<file path="src/include/msg_port_pkg.sv">
// Constants used by the message stream port; its pin synchroniser uses none of them.
// Behaviour
// - Slave only, master clock at most 400 kHz.
// - Address setting: upper seven bits are address.
// - Eight-bit index selects one of 256 bytes.
// - Indices 0x00 to 0xFC read undefined.
// - Indices pending_count_high, pending_count_low return waiting byte count.
// - Stream index reads 0xFF when queue empty.
// - Stream index pops next waiting byte in order.
// - Address with write bit acknowledged when matching.
// - Index write, repeated start, read, nack, stop.
// - Current read uses pointer, increments, holds at top.
// - Pointer starts at message_stream_out after reset.
// - Registers unwritable; written bytes go to parser.
// - Message needs two bytes; one byte sets pointer.
package msg_port_pkg;

  // Clock and bus rates.
  localparam int CLK_HZ = 200000000;
  localparam int SCL_MAX_HZ = 400000;
  localparam int SCL_MIN_PERIOD_CYC = CLK_HZ / SCL_MAX_HZ;

  // Register indices.
  localparam logic [7:0] IDX_COUNT_HIGH = 8'hFD;
  localparam logic [7:0] IDX_COUNT_LOW = 8'hFE;
  localparam logic [7:0] IDX_STREAM = 8'hFF;
  localparam logic [7:0] PTR_RESET = 8'hFF;

  // Values returned by reads.
  localparam logic [7:0] EMPTY_VALUE = 8'hFF;
  localparam logic [7:0] RESERVED_VALUE = 8'h00;

  // Bit counting and address field layout.
  localparam logic [3:0] BITS_PER_BYTE = 4'h8;
  localparam logic [3:0] LAST_READ_BIT = 4'h7;
  localparam int ADDR_MSB = 7;
  localparam int ADDR_LSB = 1;
  localparam int RW_BIT = 0;

  // Write byte counter values.
  localparam logic [1:0] WR_NONE = 2'h0;
  localparam logic [1:0] WR_ONE = 2'h1;
  localparam logic [1:0] WR_MANY = 2'h2;

  // Protocol engine states, Gray coded along the usual path.
  typedef enum logic [2:0] {
    ST_IDLE = 3'h0,
    ST_ADDR = 3'h1,
    ST_ADDR_ACK = 3'h3,
    ST_WR_BYTE = 3'h2,
    ST_WR_ACK = 3'h6,
    ST_RD_BYTE = 3'h7,
    ST_RD_ACK = 3'h5
  } state_t;

endpackage

</file>
<file path="src/hw/pin_sync.sv">
// Three-stage synchroniser that accepts a level once two stages agree.
`timescale 1ns/1ps
`default_nettype none
module pin_sync (
  // Clock and reset.
  input wire logic i_clk_sys,
  input wire logic i_reset,
  // Pin and its settled level.
  input wire logic i_pin,
  output logic o_level
);

  logic ff1_q, ff2_q, ff3_q, level_q;
  logic level_d;

  // The settled level moves only when stages two and three agree.
  always_comb begin
    level_d = level_q;
    if (ff2_q == ff3_q) begin
      level_d = ff3_q;
    end
  end

  // Registers; the bus idles high so that is the reset value.
  always_ff @(posedge i_clk_sys) begin
    if (i_reset) begin
      ff1_q <= 1'b1;
      ff2_q <= 1'b1;
      ff3_q <= 1'b1;
      level_q <= 1'b1;
    end else begin
      ff1_q <= i_pin;
      ff2_q <= ff1_q;
      ff3_q <= ff2_q;
      level_q <= level_d;
    end
  end

  assign o_level = level_q;

endmodule
`default_nettype wire

</file>
<file path="src/hw/msg_stream_i2c_slave.sv">
// Fast-mode I2C slave giving the host the outgoing message stream.
`timescale 1ns/1ps
`default_nettype none
module msg_stream_i2c_slave (
  // Clock and reset.
  input wire logic i_clk_sys,
  input wire logic i_reset,
  // Serial bus pins; the data line is open drain.
  input wire logic i_scl,
  input wire logic i_sda,
  output logic o_sda_out,
  output logic o_sda_oe,
  // Configured slave address setting.
  input wire logic [7:0] i_slave_addr,
  // Outgoing message queue.
  input wire logic [15:0] i_tx_count,
  input wire logic i_tx_valid,
  input wire logic [7:0] i_tx_data,
  output logic o_tx_pop,
  // Incoming message bytes towards the parser.
  output logic [7:0] o_rx_data,
  output logic o_rx_valid,
  output logic o_rx_last,
  // Current register pointer.
  output logic [7:0] o_pointer
);

  logic scl, sda, scl_prev_q, sda_prev_q;
  logic scl_rise, scl_fall, start_cond, stop_cond;
  msg_port_pkg::state_t state_q, state_d;
  logic [7:0] shreg_q, shreg_d;
  logic [3:0] bit_cnt_q, bit_cnt_d;
  logic [7:0] ptr_q, ptr_d;
  logic [7:0] hold_q, hold_d;
  logic [1:0] wr_cnt_q, wr_cnt_d;
  logic sda_low_q, sda_low_d;
  logic ack_q, ack_d;
  logic pop_d, pop_q;
  logic [7:0] rx_data_q, rx_data_d;
  logic rx_valid_q, rx_valid_d, rx_last_q, rx_last_d;

  // Both pins are asynchronous to the core clock; at 200 MHz a 400 kHz
  // clock gives hundreds of samples per bit, so plain edge detection works.
  pin_sync scl_sync (
    .i_clk_sys(i_clk_sys),
    .i_reset(i_reset),
    .i_pin(i_scl),
    .o_level(scl)
  );
  pin_sync sda_sync (
    .i_clk_sys(i_clk_sys),
    .i_reset(i_reset),
    .i_pin(i_sda),
    .o_level(sda)
  );

  // Bus events from the settled levels.
  assign scl_rise = scl & ~scl_prev_q;
  assign scl_fall = ~scl & scl_prev_q;
  assign start_cond = scl & scl_prev_q & sda_prev_q & ~sda;
  assign stop_cond = scl & scl_prev_q & ~sda_prev_q & sda;

  // Byte that a read of the given index returns.
  function automatic logic [7:0] read_value(input logic [7:0] idx,
                                            input logic [15:0] cnt,
                                            input logic valid,
                                            input logic [7:0] data);
    logic [7:0] v;
    v = msg_port_pkg::RESERVED_VALUE;
    if (idx == msg_port_pkg::IDX_COUNT_HIGH) begin
      v = cnt[15:8];
    end else if (idx == msg_port_pkg::IDX_COUNT_LOW) begin
      v = cnt[7:0];
    end else if (idx == msg_port_pkg::IDX_STREAM) begin
      v = valid ? data : msg_port_pkg::EMPTY_VALUE;
    end
    return v;
  endfunction

  // Protocol engine: next-state and datapath.
  always_comb begin
    state_d = state_q;
    shreg_d = shreg_q;
    bit_cnt_d = bit_cnt_q;
    ptr_d = ptr_q;
    hold_d = hold_q;
    wr_cnt_d = wr_cnt_q;
    sda_low_d = sda_low_q;
    ack_d = ack_q;
    pop_d = 1'b0;
    rx_data_d = rx_data_q;
    rx_valid_d = 1'b0;
    rx_last_d = 1'b0;
    if (start_cond || stop_cond) begin
      // A lone written byte only moves the pointer; a longer write
      // releases its final held byte as the end of the message.
      if (wr_cnt_q == msg_port_pkg::WR_ONE) begin
        ptr_d = hold_q;
      end else if (wr_cnt_q == msg_port_pkg::WR_MANY) begin
        rx_data_d = hold_q;
        rx_valid_d = 1'b1;
        rx_last_d = 1'b1;
      end
      wr_cnt_d = msg_port_pkg::WR_NONE;
      sda_low_d = 1'b0;
      bit_cnt_d = '0;
      state_d = start_cond ? msg_port_pkg::ST_ADDR : msg_port_pkg::ST_IDLE;
    end else begin
      unique case (state_q)
        msg_port_pkg::ST_IDLE: begin
          sda_low_d = 1'b0;
        end
        msg_port_pkg::ST_ADDR, msg_port_pkg::ST_WR_BYTE: begin
          if (scl_rise) begin
            shreg_d = {shreg_q[6:0], sda};
            bit_cnt_d = bit_cnt_q + 4'h1;
          end else if (scl_fall &&
                       bit_cnt_q == msg_port_pkg::BITS_PER_BYTE) begin
            bit_cnt_d = '0;
            if (state_q == msg_port_pkg::ST_ADDR) begin
              if (shreg_q[msg_port_pkg::ADDR_MSB:msg_port_pkg::ADDR_LSB] ==
                  i_slave_addr[msg_port_pkg::ADDR_MSB:
                               msg_port_pkg::ADDR_LSB]) begin
                sda_low_d = 1'b1;
                state_d = msg_port_pkg::ST_ADDR_ACK;
              end else begin
                state_d = msg_port_pkg::ST_IDLE;
              end
            end else begin
              // Written bytes never land in a register; each is held
              // one byte deep so a single-byte write is recognised.
              if (wr_cnt_q != msg_port_pkg::WR_NONE) begin
                rx_data_d = hold_q;
                rx_valid_d = 1'b1;
              end
              hold_d = shreg_q;
              if (wr_cnt_q != msg_port_pkg::WR_MANY) begin
                wr_cnt_d = wr_cnt_q + 2'h1;
              end
              sda_low_d = 1'b1;
              state_d = msg_port_pkg::ST_WR_ACK;
            end
          end
        end
        msg_port_pkg::ST_ADDR_ACK: begin
          if (scl_fall) begin
            if (shreg_q[msg_port_pkg::RW_BIT]) begin
              // Load first read byte and move the pointer on unless it sits at the stream index.
              shreg_d = read_value(ptr_q, i_tx_count, i_tx_valid,
                                   i_tx_data);
              pop_d = (ptr_q == msg_port_pkg::IDX_STREAM) & i_tx_valid;
              if (ptr_q != msg_port_pkg::IDX_STREAM) begin
                ptr_d = ptr_q + 8'h01;
              end
              sda_low_d = ~shreg_d[7];
              state_d = msg_port_pkg::ST_RD_BYTE;
            end else begin
              sda_low_d = 1'b0;
              state_d = msg_port_pkg::ST_WR_BYTE;
            end
          end
        end
        msg_port_pkg::ST_WR_ACK: begin
          if (scl_fall) begin
            sda_low_d = 1'b0;
            state_d = msg_port_pkg::ST_WR_BYTE;
          end
        end
        msg_port_pkg::ST_RD_BYTE: begin
          if (scl_fall) begin
            if (bit_cnt_q == msg_port_pkg::LAST_READ_BIT) begin
              sda_low_d = 1'b0;
              bit_cnt_d = '0;
              state_d = msg_port_pkg::ST_RD_ACK;
            end else begin
              shreg_d = {shreg_q[6:0], 1'b0};
              sda_low_d = ~shreg_q[6];
              bit_cnt_d = bit_cnt_q + 4'h1;
            end
          end
        end
        msg_port_pkg::ST_RD_ACK: begin
          if (scl_rise) begin
            ack_d = ~sda;
          end else if (scl_fall) begin
            if (ack_q) begin
              shreg_d = read_value(ptr_q, i_tx_count, i_tx_valid,
                                   i_tx_data);
              pop_d = (ptr_q == msg_port_pkg::IDX_STREAM) & i_tx_valid;
              if (ptr_q != msg_port_pkg::IDX_STREAM) begin
                ptr_d = ptr_q + 8'h01;
              end
              sda_low_d = ~shreg_d[7];
              state_d = msg_port_pkg::ST_RD_BYTE;
            end else begin
              state_d = msg_port_pkg::ST_IDLE;
            end
          end
        end
        default: begin
          state_d = msg_port_pkg::ST_IDLE;
          sda_low_d = 1'b0;
        end
      endcase
    end
  end

  // Protocol engine registers.
  always_ff @(posedge i_clk_sys) begin
    if (i_reset) begin
      scl_prev_q <= 1'b1;
      sda_prev_q <= 1'b1;
      state_q <= msg_port_pkg::ST_IDLE;
      shreg_q <= '0;
      bit_cnt_q <= '0;
      ptr_q <= msg_port_pkg::PTR_RESET;
      hold_q <= '0;
      wr_cnt_q <= msg_port_pkg::WR_NONE;
      sda_low_q <= 1'b0;
      ack_q <= 1'b0;
      pop_q <= 1'b0;
      rx_data_q <= '0;
      rx_valid_q <= 1'b0;
      rx_last_q <= 1'b0;
    end else begin
      scl_prev_q <= scl;
      sda_prev_q <= sda;
      state_q <= state_d;
      shreg_q <= shreg_d;
      bit_cnt_q <= bit_cnt_d;
      ptr_q <= ptr_d;
      hold_q <= hold_d;
      wr_cnt_q <= wr_cnt_d;
      sda_low_q <= sda_low_d;
      ack_q <= ack_d;
      pop_q <= pop_d;
      rx_data_q <= rx_data_d;
      rx_valid_q <= rx_valid_d;
      rx_last_q <= rx_last_d;
    end
  end

  // Outputs; the data line is only ever pulled low.
  assign o_sda_out = 1'b0;
  assign o_sda_oe = sda_low_q;
  assign o_tx_pop = pop_q;
  assign o_rx_data = rx_data_q;
  assign o_rx_valid = rx_valid_q;
  assign o_rx_last = rx_last_q;
  assign o_pointer = ptr_q;

endmodule
`default_nettype wire

</file>
<file path="config.mk">
export PLATFORM = sky130hd
export DESIGN_NAME = msg_stream_i2c_slave
export DESIGN_NICKNAME = d
export VERILOG_FILES = /design/src/include/msg_port_pkg.sv /design/src/hw/pin_sync.sv /design/src/hw/msg_stream_i2c_slave.sv
export SDC_FILE = /design/constraint.sdc
export NUM_CORES = 1
export LEC_CHECK = 0
export BUFFER_PORTS_ARGS = -buffer_cell sky130_fd_sc_hd__buf_2
export CELL_PAD_IN_SITES_DETAIL_PLACEMENT = 1
export CELL_PAD_IN_SITES_GLOBAL_PLACEMENT = 2
export CORE_UTILIZATION = 32
export DETAILED_ROUTE_END_ITERATION = 12
export GPL_TIMING_DRIVEN = 0
export PLACE_DENSITY = 0.81
export SETUP_SLACK_MARGIN = 0.15
export SYNTH_ARGS = -nofsm -noshare
export SYNTH_HDL_FRONTEND = slang
export SYNTH_SLANG_ARGS = --single-unit
</file>
<file path="constraint.sdc">
create_clock -name i_clk_sys -period 2 [get_ports i_clk_sys]
set_input_delay 0.3 -clock i_clk_sys [delete_from_list [all_inputs] [get_ports i_clk_sys]]
set_output_delay 0.3 -clock i_clk_sys [all_outputs]
set_load 0.005 [all_outputs]
</file>
==> results of run 1 <==
## timing repair
item,in CTS,in global routing
setup buffers,8,9
endpoints found under the hold margin,0,0
endpoints found under the setup margin,42,42
resized for setup,38,43
pin swaps,6,9
## routing by layer
layer,GRT usage,wire [microns],vias to the layer above
li1,-,-,1598
met1,0.2707,4777,1589
met2,0.3612,5433,70
met3,0.02804,431,8
met4,0.04835,92,0
met5,0,0,-
## flip-flops by register name, indices dropped and copies added (netlist names), 2 cells and up
register	count
shreg_q	8
o_pointer	8
wr_cnt_q	2
state_q	3
o_rx_data	8
hold_q	8
bit_cnt_q	4
## through the flow
step / instances / utilization / instance area [sq um]
floorplan: 398 / - / 3194
global placement: 586 / 0.3737 / 3636
detailed placement: 586 / 0.3737 / 3636
CTS: 602 / 0.4025 / 3916
global route: 611 / 0.4232 / 4118
finish: 611 / 0.4232 / 4118
## cell families after synthesis
family,count (synthesis)
xor+xnor,9
other cells,1
simple gates,159
compound gates,124
flops,56
mux,9
buf+inv,32
fa+ha+maj,8
## critical path, delay by kind of cell, from the launching register on
kind | cells | cell delay [ns]
AO/OA/AOI/OAI | 2 | 0.41
XOR/XNOR | 1 | 0.20
buffers and inverters | 2 | 0.34
flip-flops | 1 | 0.39
AND/OR/NAND/NOR | 2 | 0.35
## layout by cell type (no fill, tap or decap), types with 5 or more instances in the layout
master	instances
clkbuf_4	5
nand4_1	5
inv_1	8
xnor2_1	8
buf_2	58
nand2_1	33
nor3_1	23
nor2_1	27
nand2b_1	11
dfxtp_1	46
clkbuf_8	5
nand3_1	7
mux2i_1	9
a31oi_1	5
clkbuf_1	5
a21oi_1	39
dfxtp_2	5
o21ai_0	22
dfxtp_4	5
or2_2	11
a32o_1	7
nor2b_1	13
buf_4	19
o21ai_1	6
## power breakdown
part / switching [W] / total, W / internal (W)
Clock: 0.000441 / 0.000700 / 0.000259
Sequential: 0.00000265 / 0.00112 / 0.00111
Combinational: 0.0000551 / 0.000104 / 0.0000490
## how the worst max path moves through the flow
stage | startpoint | endpoint | slack, ns | cells past startpoint
floorplan | bit_cnt_q[0] | o_rx_data[0] | 0.18 | 7
global placement | state_q[0] | wr_cnt_q[1] | -0.24 | 6
detailed placement | o_pointer[0] | shreg_q[7] | -0.26 | 7
CTS | bit_cnt_q[0] | o_rx_data[6] | 0.12 | 8
global route | sda_sync.o_level | o_rx_valid | 0.11 | 6
finish | sda_sync.o_level | o_pointer[0] | 0.17 | 7
## cell type report
cell class	instances	area share
timing repair buffer	72	0.1009
buffer	21	0.03494
multi-input combinational	310	0.5120
clock inverter	3	0.006685
sequential	56	0.2783
clock buffer	5	0.01671
inverter	11	0.01003
tap	133	0.04041
## synthesized netlist by cell type, types with 3 or more instances
master,count
ha_1,8
o31ai_1,4
inv_1,11
a21oi_1,41
nor3_1,24
or2_2,11
o21a_1,4
mux2i_1,9
a211oi_1,5
or3_1,3
xnor2_1,8
dfxtp_1,56
nand3b_1,4
o21ai_0,28
nor2b_1,13
and2_1,3
and3b_1,3
a32o_1,7
nor2_1,29
clkbuf_1,9
nand4_1,5
nand2b_1,14
nand2_1,35
nand3_1,8
buf_2,8
a31oi_1,5
==> metrics.cfg, run 1 <==
[run_status]
outcome = finished clean

[floorplanning]
die_h_microns = 101.9
num_rows = 36
fp.dieW_microns = 101.9
dieArea_sq_mm = 0.01039
ioPinCount = 58
initial_utilization = 0.3283
core_area_sq_mm = 0.009729

[clock_network]
clock_latency_ns = 0.33
cts.sinks = 56
root_buffer = clkbuf_8
clkTransAtPathRegs_ns = 0.11
cts_buffer_depth = 2
cts_tree = yes
cts_buffers = 5
h-tree-depth = 2
ctsHoldBuffers = 0

[logic_synthesis]
synth_largest_area_cell = dfxtp_1
synth_flop_cell = dfxtp_1
synth_area_leaders = dfxtp_1 35%, a21oi_1 6.4%, o21ai_0 4.4%, nand2_1 4.1%, nor3_1 3.8%
ys_warn_count = 0
syn-cell-area_sq_mm = 0.003194
synth.area.mux_share = 0.02820
synth_top_family_by_area = compound AO/OA/AOI/OAI gates
netlist.area_leader.share = 0.3510
avgSynthCellArea_sq_um = 8.026
syn_nets = 443
ys_async_sr_fraction = 0
synthSimpleGateAreaFrac = 0.2581
synth_xor_area_frac = 0.02468
synth_cells = 398
synth_compound_area_frac = 0.2601
yosysSeqAreaShare = 0.3510
synth_fa_ha_area_frac = 0.03134
synth_edf_count = 0
synth_cell_types = 58
yosys_register_bits = 56

[routing]
vias = 3265
drtPass1Iterations = 4
ant_nets = 0
drc = 0
drt-initial-drc-count = 137
drt-total-wl_mm = 10.73
avgViaCountPerCell = 5.344
routedWlPerCell_microns = 17.57

[global_route]
grt.total_usage = 0.2070
grt_max_degree = 20
first_global_vias = 3194
grt_overflow_total = 0
antenna_found_initial = 0
grt_pass1_wl_mm = 16.62

[worst_setup_path]
cp-end-kind = flop
cpMaxStageDelayCell = dfxtp_2
critical_path_arrival_ns = 2.02
worst-r2r-cell-count = 7
r2r_start = sda_sync.o_level
criticalPathCategory = reg2reg
regToRegSetupSlack_ns = 0.17
worstReg2RegEnd = o_pointer[0]
path_cells = xor2_1 > and2_1 > buf_6 > o41ai_4 > buf_4 > and3_1 > o31ai_1
cp.required_ns = 2.19
max_stage_delay_ns = 0.39
cp-start-kind = flop
cp_max_fo = 10

[layout]
drive_gt1_frac = 0.3180
fin_nets = 522
fillers = 1216
n_antenna_cell = 0
multi_input_area_sq_mm = 0.002108
regArea_sq_mm = 0.001146
syn2layout_area_growth_pct = 28.91

[placed_design]
dp_slack_ns = -0.2595
port_buffers = 55
place.gp.congestion = 0.8303
dp_hpwl_mm = 7.774

[min_path]
hold_class = in2reg
hold_path_end = sda_sync.ff1_q
min_from = i_sda
min_path_cells = 2

[sta]
timing.hold.ws_ns = 0.1583
finalSetupViolCount = 0
setup_ws_ns = 0.1657
slew_headroom = 0.6065
period_minus_slack_ns = 1.834
hold_viol = 0
worst_slew_pin_slew_ns = 0.5902
grt_setup_unrepaired = yes
final.setup.tns_ns = 0
max_freq_mhz = 545.2
fin_crit_sh = 0.9171
skew_ns = 0.01094
slew_violations = 0

[pwr]
cellPowerDensity_mw_per_mm2 = 466.2
power_w = 0.001920
power.leakage_nw = 1.578
vdd_ir_drop_max_mv = 0.3081

[run]
cap_violations = 0

Note: power is estimated with default switching activity, not from simulation.
==> run 2, diff against run 1 <==
--- a/config.mk
+++ b/config.mk
@@ -11,6 +11,7 @@
 export CORE_UTILIZATION = 32
 export DETAILED_ROUTE_END_ITERATION = 12
 export GPL_TIMING_DRIVEN = 0
+export MAX_ROUTING_LAYER = met4
 export PLACE_DENSITY = 0.81
 export SETUP_SLACK_MARGIN = 0.15
 export SYNTH_ARGS = -nofsm -noshare
==> run 2 against run 1 <==
Maximum frequency down 2.1%. Non-clock buffer count up 2. Sequential power about the same. Global-route usage up 0.66 points. Largest power group unchanged.
==> metrics.cfg, run 2 (synthesis gave the netlist of run 1 again) <==
[routing]
routedWlPerCell_microns = 17.69  ; was 17.57 microns
drt-total-wl_mm = 10.84  ; was 10.73 mm
drt-initial-drc-count = 189  ; was 137
ant_nets = 0  ; unchanged
vias = 3295  ; was 3265
drc = 0  ; unchanged
drtPass1Iterations = 4  ; unchanged
avgViaCountPerCell = 5.375  ; was 5.344

[worst_setup_path]
worstReg2RegEnd = o_pointer[0]  ; unchanged
criticalPathCategory = reg2reg  ; unchanged
r2r_start = sda_sync.o_level  ; unchanged
worst-r2r-cell-count = 7  ; unchanged
cp_max_fo = 7  ; was 10
critical_path_arrival_ns = 2.09  ; was 2.02 ns
regToRegSetupSlack_ns = 0.13  ; was 0.17 ns
cp.required_ns = 2.22  ; was 2.19 ns
cp-start-kind = flop  ; unchanged
cp-end-kind = flop  ; unchanged

[min_path]
hold_path_end = sda_sync.ff1_q  ; unchanged
min_path_cells = 2  ; unchanged
min_from = i_sda  ; unchanged
hold_class = in2reg  ; unchanged

[pwr]
vdd_ir_drop_max_mv = 0.2674  ; was 0.3081 mV
power.leakage_nw = 1.593  ; was 1.578 nW
cellPowerDensity_mw_per_mm2 = 461.9  ; was 466.2 mW/mm^2

[global_route]
grt_max_degree = 20  ; unchanged
antenna_found_initial = 0  ; unchanged
first_global_vias = 3192  ; was 3194
grt_overflow_total = 0  ; unchanged
grt_pass1_wl_mm = 16.63  ; was 16.62 mm
grt.total_usage = 0.2136  ; was 0.2070

[floorplanning]
fp.dieW_microns = 101.9  ; unchanged
initial_utilization = 0.3283  ; unchanged
die_h_microns = 101.9  ; unchanged
core_area_sq_mm = 0.009729  ; unchanged
ioPinCount = 58  ; unchanged
dieArea_sq_mm = 0.01039  ; unchanged
num_rows = 36  ; unchanged

[sta]
worst_slew_pin_slew_ns = 0.5688  ; was 0.5902 ns
skew_ns = 0.01221  ; was 0.01094 ns
setup_ws_ns = 0.1256  ; was 0.1657 ns
timing.hold.ws_ns = 0.1605  ; was 0.1583 ns
fin_crit_sh = 0.9372  ; was 0.9171
grt_setup_unrepaired = yes  ; unchanged
hold_viol = 0  ; unchanged
max_freq_mhz = 533.5  ; was 545.2 MHz
slew_violations = 0  ; unchanged
finalSetupViolCount = 0  ; unchanged
period_minus_slack_ns = 1.874  ; was 1.834 ns
slew_headroom = 0.6208  ; was 0.6065

[placed_design]
port_buffers = 55  ; unchanged
dp_slack_ns = -0.2595  ; unchanged
dp_hpwl_mm = 7.774  ; unchanged
place.gp.congestion = 0.8430  ; was 0.8303

[clock_network]
cts_buffers = 5  ; unchanged
clkTransAtPathRegs_ns = 0.11  ; about the same
cts_tree = yes  ; unchanged
root_buffer = clkbuf_8  ; unchanged
cts_buffer_depth = 2  ; unchanged
h-tree-depth = 2  ; unchanged
ctsHoldBuffers = 0  ; unchanged
clock_latency_ns = 0.33  ; about the same
cts.sinks = 56  ; unchanged

[layout]
syn2layout_area_growth_pct = 30.04  ; was 28.91%
fin_nets = 524  ; was 522
fillers = 1215  ; was 1216
drive_gt1_frac = 0.3271  ; was 0.3180
final_cell_mix = 58 x buf_2, 45 x dfxtp_1, 38 x a21oi_1, 32 x nand2_1, 27 x nor2_1  ; was 58 x buf_2, 46 x dfxtp_1, 39 x a21oi_1, 33 x nand2_1, 27 x nor2_1
final_common_cell = buf_2  ; unchanged
n_antenna_cell = 0  ; unchanged

[run]
cap_violations = 0  ; unchanged

[run_status]
outcome = finished clean  ; unchanged

-- run 2: metrics by stage --
| stage | total power (W) | instance area (sq um) | utilization | setup TNS [ns] | cells |
|---|---|---|---|---|---|
| after floorplan | 0.001193 | 3194 | - | 0 | 398 |
| after global placement | 0.001249 | 3636 | 0.3737 | -4.013 | 586 |
| after detailed placement | 0.001250 | 3636 | 0.3737 | -4.619 | 586 |
| after CTS | 0.001938 | 3916 | 0.4025 | 0 | 602 |
| after global routing | 0.001986 | 4154 | 0.4270 | 0 | 613 |
| final | 0.001919 | 4154 | 0.4270 | 0 | 613 |
-- run 2: cell type report --
class / instances / area, sq um / area share
multi-input cells: 310 / 2125 / 0.5114
flip-flops and latches: 56 / 1147 / 0.2762
repair buffers: 74 / 434.2 / 0.1045
well taps: 133 / 166.4 / 0.04006
plain buffers: 21 / 143.9 / 0.03464
clock buffers: 5 / 68.82 / 0.01657
inverters: 11 / 41.29 / 0.009940
clock inverters: 3 / 27.53 / 0.006627
-- run 2: worst max-delay path by stage --
stage | to | start | depth (start not counted)
after floorplan | o_rx_data[0] | bit_cnt_q[0] | 7
after global placement | wr_cnt_q[1] | state_q[0] | 6
after detailed placement | shreg_q[7] | o_pointer[0] | 7
after CTS | o_rx_data[6] | bit_cnt_q[0] | 8
after global routing | o_pointer[0] | scl_sync.o_level | 8
final | o_pointer[0] | sda_sync.o_level | 7
-- run 2: report_power, final --
part / internal (W) / switching [W]
clock network: 0.000259 / 0.000439
logic: 0.0000491 / 0.0000555
registers: 0.00111 / 0.00000261
total: 0.00142 / 0.000497
-- run 2: what timing repair did --
item / 4_1_cts / 5_1_grt
setup buffers: 8 / 11
endpoints found under the setup margin: 42 / 42
pin swaps: 6 / 9
resized for setup: 38 / 47
-- run 2: worst max-delay path, cell delays in order, from the launching register on --
cell	delay (ns)
dfxtp_2	0.39
xor2_1	0.20
and2_1	0.19
buf_6	0.13
o41ai_4	0.33
buf_4	0.20
nor2_1	0.05
o31ai_1	0.27
-- run 2: metal layers --
metal	share of wire	global-route usage	vias to the layer above	wire length, microns
li1	-	-	1598	-
met1	0.45	0.2732	1608	4854
met2	0.51	0.3607	79	5487
met3	0.036	0.02531	10	391
met4	0.010	0.04835	0	108
met5	0	-	-	0
==> run 3, diff against run 2 <==
--- a/config.mk
+++ b/config.mk
@@ -8,11 +8,12 @@
 export BUFFER_PORTS_ARGS = -buffer_cell sky130_fd_sc_hd__buf_2
 export CELL_PAD_IN_SITES_DETAIL_PLACEMENT = 1
 export CELL_PAD_IN_SITES_GLOBAL_PLACEMENT = 2
-export CORE_UTILIZATION = 32
+export CORE_UTILIZATION = 34
+export CTS_BUF_LIST = sky130_fd_sc_hd__clkbuf_8
 export DETAILED_ROUTE_END_ITERATION = 12
 export GPL_TIMING_DRIVEN = 0
 export MAX_ROUTING_LAYER = met4
-export PLACE_DENSITY = 0.81
+export PLACE_DENSITY = 0.85
 export SETUP_SLACK_MARGIN = 0.15
 export SYNTH_ARGS = -nofsm -noshare
 export SYNTH_HDL_FRONTEND = slang
==> run 3 against run 2 <==
Largest power group unchanged. Clock power grew 12%. Highest routed layer unchanged. Cell count fell by 2.3%. Largest cell class unchanged. Critical path depth is 1 higher. Via count rose by 0.55%.
==> metrics.cfg, run 3 (synthesis gave the netlist of run 1 again) <==
[run_status]
outcome = finished clean  ; unchanged

[sta]
max_freq_mhz = 521.6  ; was 533.5 MHz
setup_ws_ns = 0.08281  ; was 0.1256 ns
grt_setup_unrepaired = yes  ; unchanged
final.setup.tns_ns = 0  ; unchanged
worst_slew_pin_slew_ns = 0.6121  ; was 0.5688 ns
period_minus_slack_ns = 1.917  ; was 1.874 ns
fin_crit_sh = 0.9586  ; was 0.9372
finalSetupViolCount = 0  ; unchanged
hold_viol = 0  ; unchanged
skew_ns = 0.01026  ; was 0.01221 ns
slew_headroom = 0.5920  ; was 0.6208
slew_violations = 0  ; unchanged

[worst_setup_path]
cp-end-kind = flop  ; unchanged
cp_num_buf_inv = 2  ; unchanged
cp.required_ns = 2.19  ; was 2.22 ns
path_cells = inv_2 > ha_1 > nand3b_1 > or4_4 > o32ai_4 > buf_12 > mux2i_1 > nor2_1  ; was xor2_1 > and2_1 > buf_6 > o41ai_4 > buf_4 > nor2_1 > o31ai_1
cp_max_fo = 8  ; was 7
cp_top_family = simple AND/OR/NAND/NOR gates  ; was compound AO/OA/AOI/OAI gates
regToRegSetupSlack_ns = 0.08  ; was 0.13 ns
max_stage_delay_ns = 0.50  ; was 0.39 ns
cp-start-kind = flop  ; unchanged
cpMaxStageDelayCell = or4_4  ; was dfxtp_2
critical_path_arrival_ns = 2.11  ; was 2.09 ns
criticalPathCategory = reg2reg  ; unchanged

[floorplanning]
dieArea_sq_mm = 0.009787  ; was 0.01039 sq mm
die_h_microns = 98.93  ; was 101.9 microns
core_area_sq_mm = 0.009153  ; was 0.009729 sq mm
fp.dieW_microns = 98.93  ; was 101.9 microns
num_rows = 35  ; was 36
initial_utilization = 0.3490  ; was 0.3283
ioPinCount = 58  ; unchanged

[placed_design]
place_area_sq_mm = 0.003608  ; was 0.003636 sq mm
place.gp.congestion = 0.9091  ; was 0.8430
dp_slack_ns = -0.2680  ; was -0.2595 ns
port_buffers = 55  ; unchanged
dp_hpwl_mm = 7.547  ; was 7.774 mm

[routing]
drt-initial-drc-count = 156  ; was 189
vias = 3313  ; was 3295
routedWlPerCell_microns = 17.93  ; was 17.69 microns
ant_nets = 0  ; unchanged
drc = 0  ; unchanged
avgViaCountPerCell = 5.531  ; was 5.375
drt-total-wl_mm = 10.74  ; was 10.84 mm
drtPass1Iterations = 4  ; unchanged

[pwr]
internal_power_w = 0.001575  ; was 0.001421 W
p_seq_frac = 0.557  ; was 0.582
cellPowerDensity_mw_per_mm2 = 478.5  ; was 461.9 mW/mm^2
clkPwrFrac = 0.391  ; was 0.364
vdd_ir_drop_max_mv = 0.3450  ; was 0.2674 mV
power.leakage_nw = 1.632  ; was 1.593 nW
switching_power_w = 0.0004315  ; was 0.0004973 W
switching_share = 0.2151  ; was 0.2592
combPwrFrac = 0.052  ; was 0.055

[global_route]
grt_max_degree = 18  ; was 20
first_global_vias = 3229  ; was 3192
antenna_found_initial = 0  ; unchanged
grt_pass1_wl_mm = 16.86  ; was 16.63 mm
grt_overflow_total = 0  ; unchanged
grt.total_usage = 0.2227  ; was 0.2136

[layout]
syn2layout_area_growth_pct = 31.26  ; was 30.04%
n_antenna_cell = 0  ; unchanged
finish.utilization = 0.4581  ; was 0.4270
finalInstanceArea_sq_mm = 0.004193  ; was 0.004154 sq mm
fillers = 1130  ; was 1215
fin_nets = 532  ; was 524
drive_gt1_frac = 0.3381  ; was 0.3271
final_cell_mix = 59 x buf_2, 44 x dfxtp_1, 35 x a21oi_1, 34 x nand2_1, 28 x buf_4  ; was 58 x buf_2, 45 x dfxtp_1, 38 x a21oi_1, 32 x nand2_1, 27 x nor2_1
final_common_cell = buf_2  ; unchanged

[clock_network]
cts.sinks = 56  ; unchanged
clock_latency_ns = 0.31  ; was 0.33 ns
root_buffer = clkbuf_8  ; unchanged
cts_tree = yes  ; unchanged
h-tree-depth = 2  ; unchanged
cts_buffers = 5  ; unchanged
clkTransAtPathRegs_ns = 0.11  ; about the same
cts_buffer_depth = 2  ; unchanged

[min_path]
hold_class = in2reg  ; unchanged

[run]
cap_violations = 0  ; unchanged

==> run 3: power by group through the flow <==
| stage | clock network [W] | registers (W) | logic (W) |
|---|---|---|---|
| after detailed placement | 0 | 0.00115 | 0.000101 |
| after global placement | 0 | 0.00115 | 0.000100 |
| after floorplan | 0 | 0.00115 | 0.0000464 |
| after CTS | 0.000818 | 0.00112 | 0.000103 |
| final | 0.000784 | 0.00112 | 0.000104 |
| after global routing | 0.000862 | 0.00112 | 0.000115 |
==> run 3: path summary, 6_finish.rpt <==
kind / from / to / cells after the start
worst max-delay path: bit_cnt_q[0] / o_rx_data[3] / 8
worst min-delay path: i_sda / sda_sync.ff1_q / 2
worst max register to register: bit_cnt_q[0] / o_rx_data[3] / 8
worst min register to register: sda_sync.ff1_q / sda_sync.ff2_q / 1
==> run 3: cell type report <==
type                            count  area (sq um)  share of cell area
Multi-Input combinational cell    310          2103              0.5016
Sequential cell                    56          1144              0.2728
Timing Repair Buffer               82         498.0              0.1188
Buffer                             21         143.9             0.03432
Tap cell                          111         138.9             0.03312
Clock buffer                        6         82.58             0.01970
Inverter                           11         43.79             0.01044
Clock inverter                      2         38.79            0.009251
==> run 3: timing repair <==
action	in CTS	in global routing
gates resized for setup	36	51
buffers inserted	10	16
endpoints found under the setup margin	42	36
hold buffers	0	0
pin swaps	6	14
cloned	0	1
==> run 3: through the flow <==
step | total power (W) | hold WS (ns) | std cells
floorplan | 0.001193 | 0.3842 | 398
global placement | 0.001248 | 0.3990 | 564
detailed placement | 0.001249 | 0.4053 | 564
CTS | 0.002043 | 0.1606 | 582
global route | 0.002096 | 0.1524 | 599
finish | 0.002006 | 0.1677 | 599
==> run 3: routing by layer <==
metal  global-route usage  up-vias  part of all wire
met3              0.02624        4             0.028
met1               0.2890     1620              0.45
met4              0.02411        0            0.0053
met2               0.3830       68              0.52
met5                    -        -                 0
li1                     -     1621                 -
